<file path="config.mk">
export PLATFORM = sky130hd
export DESIGN_NAME = sudc_top
export DESIGN_NICKNAME = d
export VERILOG_FILES = /design/src/hw/sudc_pkg.sv /design/src/hw/sudc_next.sv /design/src/hw/sudc_avs.sv /design/src/hw/sudc_top.sv
export VERILOG_INCLUDE_DIRS = /design/src /design/src/hw
export SDC_FILE = /design/constraint.sdc
export NUM_CORES = 1
export LEC_CHECK = 0
export BUFFER_PORTS_ARGS = -buffer_cell sky130_fd_sc_hd__buf_2
export CAP_MARGIN = 20
export CORE_ASPECT_RATIO = 1.4
export CORE_MARGIN = 4
export CORE_UTILIZATION = 46
export DETAILED_ROUTE_END_ITERATION = 8
export GPL_ROUTABILITY_DRIVEN = 1
export PLACE_DENSITY = 0.86
export SLEW_MARGIN = 5
export SYNTH_ARGS = -nofsm -noshare
export SYNTH_HDL_FRONTEND = slang
export SYNTH_SLANG_ARGS = --single-unit
export TNS_END_PERCENT = 20
</file>
<file path="constraint.sdc">
create_clock -name mclk_i -period 5.4 [get_ports mclk_i]
set_input_delay 0.81 -clock mclk_i [delete_from_list [all_inputs] [get_ports mclk_i]]
set_output_delay 0.81 -clock mclk_i [all_outputs]
set_load 0.05 [all_outputs]
</file>
<file path="src/hw/sudc_cfg.svh">
// Purpose: offsets, field positions and reset values of the counter block
// Assumes: byte addresses on a 32-bit avalon-mm slave, one word per register
// Notes:   definitions only
`ifndef SUDC_CFG_SVH
`define SUDC_CFG_SVH

// register byte offsets
`define SUDC_CTRL_OFS 4'h0
`define SUDC_DATA_OFS 4'h4
`define SUDC_CMD_OFS 4'h8
`define SUDC_STAT_OFS 4'hC

// ctrl field positions
`define SUDC_CTRL_SRC_BIT 0
`define SUDC_CTRL_UP_BIT 1
`define SUDC_CTRL_ENP_BIT 2
`define SUDC_CTRL_ENT_BIT 3

// cmd field positions
`define SUDC_CMD_LOAD_BIT 0

// status field positions
`define SUDC_STAT_CARRY_BIT 4
`define SUDC_STAT_DEC_BIT 5

// reset values: pin source, counting down, both enables off
`define SUDC_CTRL_RST 4'hC
`define SUDC_DATA_RST 4'h0
`define SUDC_COUNT_RST 4'h0

// terminal counts
`define SUDC_DEC_MAX 4'h9
`define SUDC_BIN_MAX 4'hF

`endif

</file>
<file path="src/hw/sudc_pkg.sv">
// Purpose: types and shared helpers of the counter block
// Assumes: counter width of four bits
// Notes:   constants live in sudc_cfg.svh
`include "sudc_cfg.svh"

package sudc_pkg;

  typedef logic [3:0] sudc_count_t;

  // operating mode chosen at each edge
  typedef enum logic [1:0] {
    SUDC_MODE_HOLD = 2'b00,
    SUDC_MODE_LOAD = 2'b01,
    SUDC_MODE_UP = 2'b10,
    SUDC_MODE_DOWN = 2'b11
  } sudc_mode_e;

  // bus slave states
  typedef enum logic [0:0] {
    SUDC_BUS_IDLE = 1'b0,
    SUDC_BUS_ACK = 1'b1
  } sudc_bus_e;

  // highest value of the count sequence
  function automatic sudc_count_t sudc_max(input logic decade);
    sudc_max = decade ? `SUDC_DEC_MAX : `SUDC_BIN_MAX;
  endfunction : sudc_max

  // terminal count: top when counting up, zero when counting down
  function automatic logic sudc_is_term(input sudc_count_t cnt, input logic up,
                                        input logic decade);
    sudc_is_term = up ? (cnt == sudc_max(decade)) : (cnt == `SUDC_COUNT_RST);
  endfunction : sudc_is_term

endpackage : sudc_pkg

</file>
<file path="src/hw/sudc_next.sv">
// Purpose: next-count arithmetic of the counter
// Assumes: count and data are four bits
// Notes:   purely combinational
`timescale 1ns/1ns
`include "sudc_cfg.svh"

module sudc_next
  import sudc_pkg::*;
#(
  parameter bit DECADE = 1'b1
) (
  input wire sudc_count_t cnt_i,
  input wire sudc_count_t data_i,
  input wire sudc_mode_e mode_i,
  output sudc_count_t nxt_o
);

  ////////////////////////////////////////////////////////////////////////////
  // step values, wrapping at the ends of the sequence
  wire sudc_count_t inc_w = sudc_is_term(cnt_i, 1'b1, DECADE) ? `SUDC_COUNT_RST
                            : sudc_count_t'(cnt_i + 4'h1);
  wire sudc_count_t dec_w = sudc_is_term(cnt_i, 1'b0, DECADE) ? sudc_max(DECADE)
                            : sudc_count_t'(cnt_i - 4'h1);

  // mode select; out-of-range decade states just step and recover
  always_comb begin
    case (mode_i)
      SUDC_MODE_LOAD: nxt_o = data_i;
      SUDC_MODE_UP: nxt_o = inc_w;
      SUDC_MODE_DOWN: nxt_o = dec_w;
      SUDC_MODE_HOLD: nxt_o = cnt_i;
      default: nxt_o = cnt_i;
    endcase
  end

endmodule : sudc_next

</file>
<file path="src/hw/sudc_avs.sv">
// Purpose: avalon-mm slave front end with one wait state
// Assumes: master holds its request until waitrequest is low
// Notes:   gives an access flag, one write strobe and a read-select to the core; address decode is left to the core
`timescale 1ns/1ns

module sudc_avs
  import sudc_pkg::*;
(
  input wire logic mclk_i,
  input wire logic nrst_i,
  input wire logic ce_i,
  input wire logic avs_read_i,
  input wire logic avs_write_i,
  output logic avs_waitrequest_o,
  output logic acc_o,
  output logic wr_o,
  output logic rd_o
);

  sudc_bus_e state_r;
  sudc_bus_e state_nxt;

  ////////////////////////////////////////////////////////////////////////////
  // first cycle of a request waits; the second completes it
  wire req_w = avs_read_i | avs_write_i;
  assign state_nxt = (state_r == SUDC_BUS_IDLE && req_w) ? SUDC_BUS_ACK : SUDC_BUS_IDLE;
  assign acc_o = (state_r == SUDC_BUS_ACK) & ce_i;
  assign avs_waitrequest_o = req_w & ~acc_o;
  assign wr_o = acc_o & avs_write_i;
  assign rd_o = (state_r == SUDC_BUS_IDLE) & avs_read_i & ce_i;

  // frozen with ce low, so the wait simply stretches
  always_ff @(posedge mclk_i or negedge nrst_i) begin
    if (!nrst_i) begin
      state_r <= SUDC_BUS_IDLE;
    end else if (ce_i) begin
      state_r <= state_nxt;
    end
  end

endmodule : sudc_avs

</file>
<file path="src/hw/sudc_top.sv">
// Purpose: four-bit synchronous presettable up/down counter, decade or binary
// Assumes: all pin inputs synchronous to mclk_i; one avalon-mm slave
// Notes:   control may come from pins or from the ctrl register
`timescale 1ns/1ns
`include "sudc_cfg.svh"

module sudc_top
  import sudc_pkg::*;
#(
  parameter int WIDTH = 4,
  parameter bit DECADE = 1'b1
) (
  input wire logic mclk_i,
  input wire logic nrst_i,
  input wire logic ce_i,
  input wire logic [WIDTH-1:0] data_i,
  input wire logic load_n_i,
  input wire logic enp_n_i,
  input wire logic ent_n_i,
  input wire logic up_i,
  output logic [WIDTH-1:0] count_o,
  output logic count_bit0_o,
  output logic carry_n_o,
  input wire logic [3:0] avs_address_i,
  input wire logic avs_read_i,
  input wire logic avs_write_i,
  input wire logic [31:0] avs_writedata_i,
  input wire logic [3:0] avs_byteenable_i,
  output logic [31:0] avs_readdata_o,
  output logic avs_waitrequest_o
);

  ////////////////////////////////////////////////////////////////////////////
  // elaboration check: the logic is written for four bits only
  if (WIDTH != 4) begin : g_width_chk
    $error("sudc_top supports WIDTH of 4 only");
  end

  sudc_count_t count_r;
  sudc_count_t count_nxt;
  logic [3:0] ctrl_r;
  sudc_count_t sw_data_r;
  logic sw_load_r;
  logic [31:0] rdata_r;
  logic acc_w;
  logic wr_w;
  logic rd_w;
  sudc_mode_e mode_w;

  ////////////////////////////////////////////////////////////////////////////
  // bus front end
  sudc_avs u_avs (
    .mclk_i(mclk_i),
    .nrst_i(nrst_i),
    .ce_i(ce_i),
    .avs_read_i(avs_read_i),
    .avs_write_i(avs_write_i),
    .avs_waitrequest_o(avs_waitrequest_o),
    .acc_o(acc_w),
    .wr_o(wr_w),
    .rd_o(rd_w)
  );

  // address decode
  wire sel_ctrl_w = (avs_address_i == `SUDC_CTRL_OFS);
  wire sel_data_w = (avs_address_i == `SUDC_DATA_OFS);
  wire sel_cmd_w = (avs_address_i == `SUDC_CMD_OFS);
  wire sel_stat_w = (avs_address_i == `SUDC_STAT_OFS);
  wire wr_lo_w = wr_w & avs_byteenable_i[0];

  ////////////////////////////////////////////////////////////////////////////
  // effective controls: pins or the software copy
  wire src_sw_w = ctrl_r[`SUDC_CTRL_SRC_BIT];
  wire up_w = src_sw_w ? ctrl_r[`SUDC_CTRL_UP_BIT] : up_i;
  wire enp_n_w = src_sw_w ? ctrl_r[`SUDC_CTRL_ENP_BIT] : enp_n_i;
  wire ent_n_w = src_sw_w ? ctrl_r[`SUDC_CTRL_ENT_BIT] : ent_n_i;
  // software load pulse also works in pin mode, but there it presets from data_i rather than the data copy
  wire load_n_w = load_n_i & ~sw_load_r;
  wire sudc_count_t ld_data_w = src_sw_w ? sw_data_r : sudc_count_t'(data_i);

  // mode decode; load wins over the enables
  assign mode_w = !load_n_w ? SUDC_MODE_LOAD :
                  (enp_n_w | ent_n_w) ? SUDC_MODE_HOLD :
                  up_w ? SUDC_MODE_UP : SUDC_MODE_DOWN;

  sudc_next #(
    .DECADE(DECADE)
  ) u_next (
    .cnt_i(count_r),
    .data_i(ld_data_w),
    .mode_i(mode_w),
    .nxt_o(count_nxt)
  );

  ////////////////////////////////////////////////////////////////////////////
  // count register: all bits on one edge, mode sampled only there
  always_ff @(posedge mclk_i or negedge nrst_i) begin
    if (!nrst_i) begin
      count_r <= `SUDC_COUNT_RST;
    end else if (ce_i) begin
      count_r <= count_nxt;
    end
  end

  // carry: low through the whole terminal state, so in up mode it spans
  // the high phase of bit 0 and in down mode its low phase
  wire term_w = sudc_is_term(count_r, up_w, DECADE);
  assign carry_n_o = ~(term_w & ~ent_n_w);
  assign count_o = count_r;
  assign count_bit0_o = count_r[0];

  ////////////////////////////////////////////////////////////////////////////
  // software registers; the load command is a one-cycle pulse
  always_ff @(posedge mclk_i or negedge nrst_i) begin
    if (!nrst_i) begin
      ctrl_r <= `SUDC_CTRL_RST;
      sw_data_r <= `SUDC_DATA_RST;
      sw_load_r <= 1'b0;
    end else if (ce_i) begin
      if (wr_lo_w && sel_ctrl_w) begin
        ctrl_r <= avs_writedata_i[3:0];
      end
      if (wr_lo_w && sel_data_w) begin
        sw_data_r <= avs_writedata_i[3:0];
      end
      sw_load_r <= wr_lo_w & sel_cmd_w & avs_writedata_i[`SUDC_CMD_LOAD_BIT];
    end
  end

  // read mux; unmapped offsets and the cmd register read as zero
  wire [31:0] stat_w = {26'h0, DECADE, carry_n_o, count_r};
  wire [31:0] rmux_w = sel_ctrl_w ? {28'h0, ctrl_r} :
                       sel_data_w ? {28'h0, sw_data_r} :
                       sel_stat_w ? stat_w : 32'h0;

  // read data captured in the wait cycle, so it stands when waitrequest drops
  always_ff @(posedge mclk_i or negedge nrst_i) begin
    if (!nrst_i) begin
      rdata_r <= 32'h0;
    end else if (rd_w) begin
      rdata_r <= rmux_w;
    end
  end
  assign avs_readdata_o = rdata_r;

endmodule : sudc_top

</file>
==> results.ini, run 1 <==
[logic_synthesis]
postSynthCellCount = 145
synth_seq_cells = 20
ys_top_cells_by_area = dfrtp_1 (32%), buf_4 (15%), mux2_2 (7.9%)
syn_area_per_cell_um2 = 9.84
synth_top_cell_by_area = dfrtp_1
synth_area_um2 = 1430
ys_warn_count = 0
post_synth_num_cell_types = 39
synth_edf_count = 0
ys_seq_area_frac = 0.353
yosys.area.top_type_share = 0.316
synthArstFlopShare = 1.00
synthFlopType = dfrtp_1

[drt]
antenna_left = 0
vias = 1131
wl_per_cell_um = 14.3
first_pass_iters = 4
via_per_inst = 5.29
drcViolationCount = 0
routed_wl_um = 3060
drt_iter0_drc = 26

[place]
dp_hpwl_um = 2470
place.port_buffers = 34
gp_congestion = 0.919
dpl-instance-area_um2 = 1510

[power]
pwr-share-clk = 0.307
p_sw_mw = 0.192
swShare = 0.386
peakVddDrop_v = 0.000162
p_per_area_nw_per_um2 = 316
seqPwrFrac = 0.363
p_int_mw = 0.306
p_leak_nw = 0.808
combPwrFrac = 0.330

[clocking]
cts-root-buf = clkbuf_8
clock-sinks = 20
clk_latency_ns = 0.27
cts_inserted_buffers = 3
cts_resized = 0
cts_tree = yes
cts.path.max_buffers = 2
clkTransAtPathRegs_ns = 0.08
ctsHoldBuffers = 0
post-cts-setup-buffers = 0
cts_htree_levels = 1

[setup_path]
critical_path_arrival_ns = 2.09
path_max_fanout = 9
r2r-start = count_o[0]
startpoint_type = flip-flop
crit_path_cell_trace = inv_1 -> ha_1 -> or3b_2 -> nand2_1 -> nand3_1 -> buf_2
setup.worst_path.end_class = primary output
cp_top_family = simple AND/OR/NAND/NOR gates
cp.buffers_inverters = 2
reg2reg_to = count_o[1]
slowest_delay_ns = 0.48
slowest_stage = dfrtp_1
crit_type = flip-flop to primary output
required_ns = 4.59
r2r_setup_slack_ns = 3.41
reg2regPathDepth = 7

[floorplan]
core_um2 = 2940
die-area_um2 = 4070
start_util = 0.486
die_w_um = 55.1
rows = 23
die_h_um = 73.9
num_io_pins = 92

[sta]
min_period_over_period = 0.537
hold_viol = 0
worstMarginPinSlew_ns = 0.510
setup_violations = 0
clock_skew_ns = 0.0116
rsz0062_at_grt = false
max_freq_ghz = 0.345
fin_crit_ns = 2.90
relSlewSlack = 0.656
slew_violations = 0
tns_ns = 0

[grt]
antenna_found_initial = 0
grt_overflow = 0
grt_pass1_vias = 1086
track_usage = 0.163
grt_pass1_wl_um = 4750
grt_max_degree = 21

[layout]
layout_commonest_cell = buf_2
drive_gt1_frac = 0.311
layout.nets = 234
area_growth_pct = 10.5
diodes = 0
layout_common_cells = buf_2 (34), conb_1 (26), dfrtp_1 (18), nand2_1 (10), mux2_2 (10)
fillCellCount = 278
seqCellArea_um2 = 503
stdcell_area_um2 = 1580
multiInputGateArea_um2 = 767

[flow_run]
max_cap_violations = 0

[worst_hold_path]
hold_path_class = primary input to async pin

[run_status]
status = complete, no violations

power by group through the flow:
stage               Combinational (mW)  Clock (mW)  Sequential, mW
floorplan                        0.124           0           0.204
global placement                 0.160           0           0.183
detailed placement               0.163           0           0.184
CTS                              0.164       0.154           0.181
global route                     0.177       0.160           0.183
finish                           0.164       0.153           0.181
cell type report:
cell class,count,area share
flip-flops and latches,20,0.319
repair buffers,34,0.108
clock inverters,1,0.0190
well taps,37,0.0294
clock buffers,3,0.0262
inverters,5,0.0119
multi-input cells,114,0.487
cell families after synthesis:
| group | count (synthesis) | share of synthesized area |
|---|---|---|
| fa+ha+maj | 3 | 0.0263 |
| mux | 19 | 0.142 |
| flops | 20 | 0.353 |
| other cells | 1 | 0.00263 |
| simple gates | 29 | 0.125 |
| buf+inv | 36 | 0.175 |
| xor+xnor | 2 | 0.0123 |
| compound gates | 35 | 0.164 |
sequential cells by signal, summed over array words and instances, names as in the netlist:
signal          cells
u_avs.state_r       1
ctrl_r              4
count_o             4
avs_readdata_o      6
sw_load_r           1
sw_data_r           4
worst reg2reg max path: cells and delay by family (launching register included):
kind | cells | cell delay, ns
DFF | 1 | 0.48
and+or+nand+nor | 2 | 0.62
AOI/OAI and AO/OA | 3 | 0.34
adders and majority gates | 1 | 0.24
buffers and inverters | 1 | 0.17
layer usage:
metal  track usage  share of wire  vias to the layer above
li1              -              -                      533
met1         0.180           0.38                      534
met2         0.272           0.51                       55
met5             0              0                        -
met4         0.103          0.030                        0
met3        0.0325          0.087                        9
worst max-delay path by stage:
| stage | end | depth (start not counted) | slack, ns | startpoint |
|---|---|---|---|---|
| after global routing | carry_n_o | 6 | 2.39 | count_o[0] |
| after global placement | carry_n_o | 6 | 2.80 | count_o[0] |
| after CTS | carry_n_o | 6 | 2.51 | count_o[0] |
| after detailed placement | carry_n_o | 6 | 2.81 | count_o[0] |
| after floorplan | carry_n_o | 5 | 2.60 | count_o[0] |
| final | carry_n_o | 6 | 2.50 | count_o[0] |
per-stage QoR:
stage | hold WS, ns | util | worst slack (ns) | std cells | power [mW]
after global routing | 0.506 | 0.537 | 2.39 | 214 | 0.520
after global placement | 0.454 | 0.513 | 2.80 | 210 | 0.344
after CTS | 0.482 | 0.537 | 2.51 | 214 | 0.499
after floorplan | 0.484 | - | 2.60 | 170 | 0.328
after detailed placement | 0.465 | 0.513 | 2.81 | 210 | 0.347
final | 0.476 | 0.537 | 2.50 | 214 | 0.498
synth_stat cells (2+ instances only):
cell type and instances:
buf_4 28, buf_2 2, a22o_1 4, o21ai_1 2, ha_1 3, dfrtp_1 18, a211oi_1 3, mux2i_1 9
dfstp_2 2, o22ai_1 6, nand2_1 10, mux2_2 10, nor2b_1 2, inv_1 5, o211a_1 2, nor2_1 2
o21ai_0 7, a21oi_1 4, nor3_1 3, a21o_1 2, nand3_1 3
Note: power is estimated with default switching activity, not from simulation.
==> inputs of run 2 (changes only) <==
--- a/config.mk
+++ b/config.mk
@@ -6,14 +6,15 @@
 export SDC_FILE = /design/constraint.sdc
 export NUM_CORES = 1
 export LEC_CHECK = 0
+export ABC_AREA = 1
 export BUFFER_PORTS_ARGS = -buffer_cell sky130_fd_sc_hd__buf_2
 export CAP_MARGIN = 20
 export CORE_ASPECT_RATIO = 1.4
 export CORE_MARGIN = 4
-export CORE_UTILIZATION = 46
+export CORE_UTILIZATION = 43
 export DETAILED_ROUTE_END_ITERATION = 8
 export GPL_ROUTABILITY_DRIVEN = 1
-export PLACE_DENSITY = 0.86
+export PLACE_DENSITY = 0.8
 export SLEW_MARGIN = 5
 export SYNTH_ARGS = -nofsm -noshare
 export SYNTH_HDL_FRONTEND = slang
==> constraint.sdc (replaced) <==
create_clock -name mclk_i -period 2.9 [get_ports mclk_i]
set_input_delay 0.435 -clock mclk_i [delete_from_list [all_inputs] [get_ports mclk_i]]
set_output_delay 0.435 -clock mclk_i [all_outputs]
set_load 0.05 [all_outputs]
==> results.ini, run 2 <==
[run_status]
status = complete, no violations

[sta]
clock_skew_ns = 0.00697  ; -0.00458 ns
slew_violations = 0  ; unchanged
hold_viol = 0  ; unchanged
layout_setup_ws_ns = 0.675  ; -1.82 ns
setup_violations = 0  ; unchanged
tns_ns = 0  ; unchanged
min_period_over_period = 0.767
max_freq_ghz = 0.449
fin_crit_ns = 2.22
rsz0062_at_grt = false

[setup_path]
crit_type = flip-flop to primary output
critical_path_arrival_ns = 1.79  ; -0.30 ns
startpoint_type = flip-flop
required_ns = 2.47  ; -2.12 ns
setup.worst_path.end_class = primary output
path_max_fanout = 10  ; +1

[grt]
grt_max_degree = 21  ; unchanged
antenna_found_initial = 0  ; unchanged
track_usage = 0.143  ; -0.0192
grt_pass1_wl_um = 5220  ; +9.9%
grt_overflow = 0  ; unchanged
grt_pass1_vias = 1266  ; +17%

[floorplan]
die-area_um2 = 4510  ; +11%
start_util = 0.444  ; -0.0419
die_w_um = 57.9  ; +5.2%
num_io_pins = 92  ; unchanged
core_um2 = 3380  ; +15%
die_h_um = 77.9  ; +5.4%
rows = 25  ; +8.7%

[logic_synthesis]
synth_common_cells = nand2_1 (46), buf_4 (27), inv_1 (25)
yosys.area.top_type_share = 0.300  ; -0.0155
postSynthCellCount = 202  ; +39%
post_synth_num_cell_types = 26  ; -33%
synth_seq_cells = 20  ; unchanged
synth_edf_count = 0  ; unchanged
synth.most_common_cell = nand2_1
ys_seq_area_frac = 0.335  ; -0.0174
syn_area_per_cell_um2 = 7.43  ; -25%
ys_top_cells_by_area = dfrtp_1 (30%), buf_4 (14%), nand2_1 (12%)
synth_top_cell_by_area = dfrtp_1
synth_area_um2 = 1500  ; +5.2%
ys_warn_count = 0  ; unchanged
synthFlopType = dfrtp_1
synthArstFlopShare = 1.00  ; unchanged

[clocking]
post-cts-setup-buffers = 0  ; unchanged
cts.path.max_buffers = 2  ; unchanged
ctsHoldBuffers = 0  ; unchanged
clkTransAtPathRegs_ns = 0.07  ; about the same
cts_resized = 0  ; unchanged
cts-root-buf = clkbuf_8
cts_htree_levels = 1  ; unchanged
clk_latency_ns = 0.25  ; -0.02 ns
clock-sinks = 20  ; unchanged
cts_tree = yes
cts_inserted_buffers = 3  ; unchanged

[layout]
drive_gt1_frac = 0.241  ; -0.0702
layout_commonest_cell = nand2_1
diodes = 0  ; unchanged
fillCellCount = 371  ; +33%
area_growth_pct = 10.2
largest_reg_flops = 6  ; unchanged
layout.nets = 295  ; +26%
layout_common_cells = nand2_1 (46), buf_2 (34), conb_1 (26), inv_1 (25), dfrtp_1 (18)

[place]
place.port_buffers = 34  ; unchanged
dp_hpwl_um = 2560  ; +3.5%
gp_congestion = 0.816  ; -11%
place_ws_ns = 0.955  ; -1.86 ns

[power]
power_mw = 0.911  ; +83%
peakVddDrop_v = 0.000290  ; +78%
p_leak_nw = 0.882  ; +9.1%
p_per_area_nw_per_um2 = 551  ; +74%

[drt]
drcViolationCount = 0  ; unchanged
antenna_left = 0  ; unchanged
vias = 1297  ; +15%
routed_wl_um = 3060  ; -0.16%
drt_iter0_drc = 48  ; +85%
via_per_inst = 4.68  ; -11%
first_pass_iters = 4  ; unchanged
wl_per_cell_um = 11.0  ; -23%

[flow_run]
max_cap_violations = 0  ; unchanged

[worst_hold_path]
hold_path_class = primary input to async pin

run 2: changes by cell type after synthesis, moves of 3 or more:
cell and delta:
a22o_1 -3, nand3_1 +10, nand2_1 +36, mux2_2 -10
o21ai_1 +7, inv_2 +5, a211oi_1 -3, o22a_1 +4
nor2_1 +11, nand2_2 +7, nor3_1 -3, o21ai_0 +3
inv_1 +20, mux2i_1 -9
run 2: routing by layer:
| metal | global-route usage | share of wire | up-vias |
|---|---|---|---|
| met5 | 0 | 0 | - |
| met4 | 0.0371 | 0.0075 | 0 |
| met3 | 0.0216 | 0.070 | 4 |
| met2 | 0.273 | 0.53 | 44 |
| met1 | 0.160 | 0.39 | 583 |
| li1 | - | - | 666 |
run 2: worst max-delay path: stages, from the launching register on:
cell and delay [ns]:
dfrtp_1 0.53, inv_1 0.15, ha_1 0.25, nand3_1 0.17
nand2_1 0.07, nand3_1 0.10, buf_2 0.27
run 2: power breakdown:
part | switching (mW) | total [mW] | internal, mW
clock network | 0.0838 | 0.176 | 0.0923
registers | 0.0352 | 0.351 | 0.316
logic | 0.295 | 0.384 | 0.0886
run 2: final timing paths:
| kind | start | endpoint | slack [ns] | cells after the start |
|---|---|---|---|---|
| worst max-delay path | count_o[0] | carry_n_o | 0.68 | 6 |
| worst min-delay path | nrst_i | avs_readdata_o[4] | 0.12 | 1 |
| worst max register to register | count_o[0] | avs_readdata_o[4] | 1.35 | 6 |
| worst min register to register | ctrl_r[2] | ctrl_r[2] | 0.47 | 2 |
| max in group asynchronous | nrst_i | ctrl_r[3] | 2.44 | 1 |
| min in group mclk_i | avs_writedata_i[2] | ctrl_r[2] | 0.40 | 3 |
run 2: cell type report:
class	count	area, um^2	share of cell area
clock buffer	3	41.3	0.0250
inverter	30	113	0.0681
multi-input combinational	150	776	0.469
sequential	20	503	0.304
tap	40	50.0	0.0303
timing repair buffer	34	170	0.103
run 2: logic make-up after synthesis:
family,count (synthesis),synth area share
AOI/OAI and AO/OA,33,0.130
xor gates and xnor gates,1,0.00584
adders and majority gates,3,0.0250
buffers and inverters,57,0.210
DFF,20,0.335
other,1,0.00250
and+or+nand+nor,87,0.291
run 2: metrics by stage:
stage	hold slack [ns]	utilization	instances	cell area, um^2
after floorplan	0.139	-	227	1590
after global placement	0.406	0.477	274	1610
after detailed placement	0.411	0.477	274	1610
after CTS	0.134	0.489	277	1650
after global routing	0.151	0.489	277	1650
final	0.115	0.489	277	1650
==> inputs of run 3 (changes only) <==
==> constraint.sdc (replaced) <==
create_clock -name mclk_i -period 2.25 [get_ports mclk_i]
set_input_delay 0.3375 -clock mclk_i [delete_from_list [all_inputs] [get_ports mclk_i]]
set_output_delay 0.3375 -clock mclk_i [all_outputs]
set_load 0.05 [all_outputs]
==> results.ini, run 3 (synthesis results as in run 2) <==
[drt]
via_per_inst = 4.71  ; +0.58%
dr_wl_met2_um = 1630  ; unchanged
wl_met1_um = 1170  ; -1.4%
routed-wl-met3_um = 221  ; +2.8%
antenna_left = 0  ; unchanged
wl_per_cell_um = 11.0  ; -0.59%
dr.max_layer_used = met4
vias = 1314  ; +1.3%
routed_wl_um = 3060  ; +0.13%
first_pass_iters = 4  ; unchanged
drcViolationCount = 0  ; unchanged
drt_iter0_drc = 31  ; -35%

[clocking]
cts-root-buf = clkbuf_8
clkTransAtPathRegs_ns = 0.07  ; about the same
cts_resized = 0  ; unchanged
post-cts-setup-buffers = 0  ; unchanged
clk_latency_ns = 0.26  ; about the same
cts_inserted_buffers = 3  ; unchanged
cts.path.max_buffers = 2  ; unchanged
cts_tree = yes
ctsHoldBuffers = 0  ; unchanged
clock-sinks = 20  ; unchanged
cts_htree_levels = 1  ; unchanged

[floorplan]
start_util = 0.444  ; unchanged
rows = 25  ; unchanged
num_io_pins = 92  ; unchanged
die-area_um2 = 4510  ; unchanged
core_um2 = 3380  ; unchanged
die_w_um = 57.9  ; unchanged
die_h_um = 77.9  ; unchanged

[layout]
largest_reg_flops = 6  ; unchanged
fillCellCount = 349  ; -5.9%
drive_gt1_frac = 0.247  ; +0.00636
stdcell_area_um2 = 1670  ; +1.3%
diodes = 0  ; unchanged
area_growth_pct = 11.6
layout_commonest_cell = nand2_1
layout.nets = 296  ; +0.34%
layout_common_cells = nand2_1 (46), buf_2 (34), conb_1 (26), inv_1 (25), dfrtp_1 (18)

[place]
dp_hpwl_um = 2520  ; -1.3%
place_ws_ns = 0.497  ; -0.458 ns
dpl-instance-area_um2 = 1620  ; +0.47%
place.port_buffers = 34  ; unchanged
gp_congestion = 0.839  ; +2.8%

[worst_hold_path]
hold_path_class = primary input to async pin

[power]
combPwrFrac = 0.413  ; -0.008
seqPwrFrac = 0.364  ; -0.021
swShare = 0.444  ; -0.0108
pwr-share-clk = 0.223  ; +0.030
p_sw_mw = 0.543  ; +31%
peakVddDrop_v = 0.000440  ; +52%
p_int_mw = 0.681  ; +37%
p_per_area_nw_per_um2 = 731  ; +33%
p_leak_nw = 0.894  ; +1.4%

[sta]
clock_skew_ns = 0.00362  ; -0.00335 ns
rsz0062_at_grt = false
layout_setup_ws_ns = 0.231  ; -0.444 ns
tns_ns = 0  ; unchanged
hold_viol = 0  ; unchanged
slew_violations = 0  ; unchanged
min_period_over_period = 0.897
fin_crit_ns = 2.02
setup_violations = 0  ; unchanged
max_freq_ghz = 0.495

[grt]
grt_overflow = 0  ; unchanged
grt_pass1_vias = 1222  ; -3.5%
antenna_found_initial = 0  ; unchanged
grt_pass1_wl_um = 5140  ; -1.6%
grt_max_degree = 21  ; unchanged
track_usage = 0.143  ; about the same

[setup_path]
slowest_delay_ns = 0.43  ; -0.10 ns
crit_path_cell_trace = inv_1 -> ha_1 -> nand3_1 -> nand2_1 -> nand3_1 -> buf_2
critical_path_arrival_ns = 1.68  ; -0.11 ns
setup.worst_path.end_class = primary output
cp_top_family = flip-flops
crit_type = flip-flop to primary output
slowest_stage = dfrtp_1
required_ns = 1.91  ; -0.56 ns
crit_top_cell = nand3_1
cp.buffers_inverters = 2  ; unchanged
startpoint_type = flip-flop
path_max_fanout = 6  ; -4

[run_status]
status = complete, no violations

[flow_run]
max_cap_violations = 0  ; unchanged

## run 3: cell count changes in the layout (fill, tap and decap cells not counted), sizes merged
cell	before	now
buf	34	35
clkbuf	3	4
## run 3: final timing paths
check	end	slack, ns	start	depth (start not counted)
worst max-delay path	carry_n_o	0.23	count_o[1]	6
worst min-delay path	avs_readdata_o[4]	0.01	nrst_i	1
worst max register to register	avs_readdata_o[4]	0.76	count_o[1]	6
worst min register to register	ctrl_r[2]	0.48	ctrl_r[2]	2
max in group asynchronous	ctrl_r[3]	1.89	nrst_i	1
min in group mclk_i	ctrl_r[3]	0.30	avs_writedata_i[3]	3
## run 3: cell type report
type | instances | area [um^2] | area share
clock buffer | 4 | 55.1 | 0.0329
sequential | 20 | 503 | 0.300
multi-input combinational | 150 | 776 | 0.463
tap | 40 | 50.0 | 0.0299
inverter | 30 | 113 | 0.0673
timing repair buffer | 35 | 178 | 0.106
## run 3: per-layer routing
layer,GRT usage,up-vias
li1,-,669
met1,0.157,597
met2,0.274,43
met3,0.0216,5
met4,0.0418,0
met5,0,-
## run 3: per-stage QoR
stage                     power (mW)  hold slack [ns]  utilization  std cells
final                           1.22           0.0146        0.496        279
after global routing            1.30           0.0459        0.496        279
after CTS                       1.23           0.0357        0.496        279
after detailed placement       0.958            0.317        0.479        275
after global placement         0.950            0.309        0.479        275
after floorplan                0.883           0.0419            -        227
## run 3: power by group through the flow
stage	combinational, mW	sequential [mW]	clock, mW
global route	0.552	0.450	0.294
CTS	0.509	0.446	0.279
global placement	0.499	0.451	0
floorplan	0.322	0.560	0
detailed placement	0.506	0.452	0
finish	0.506	0.446	0.273
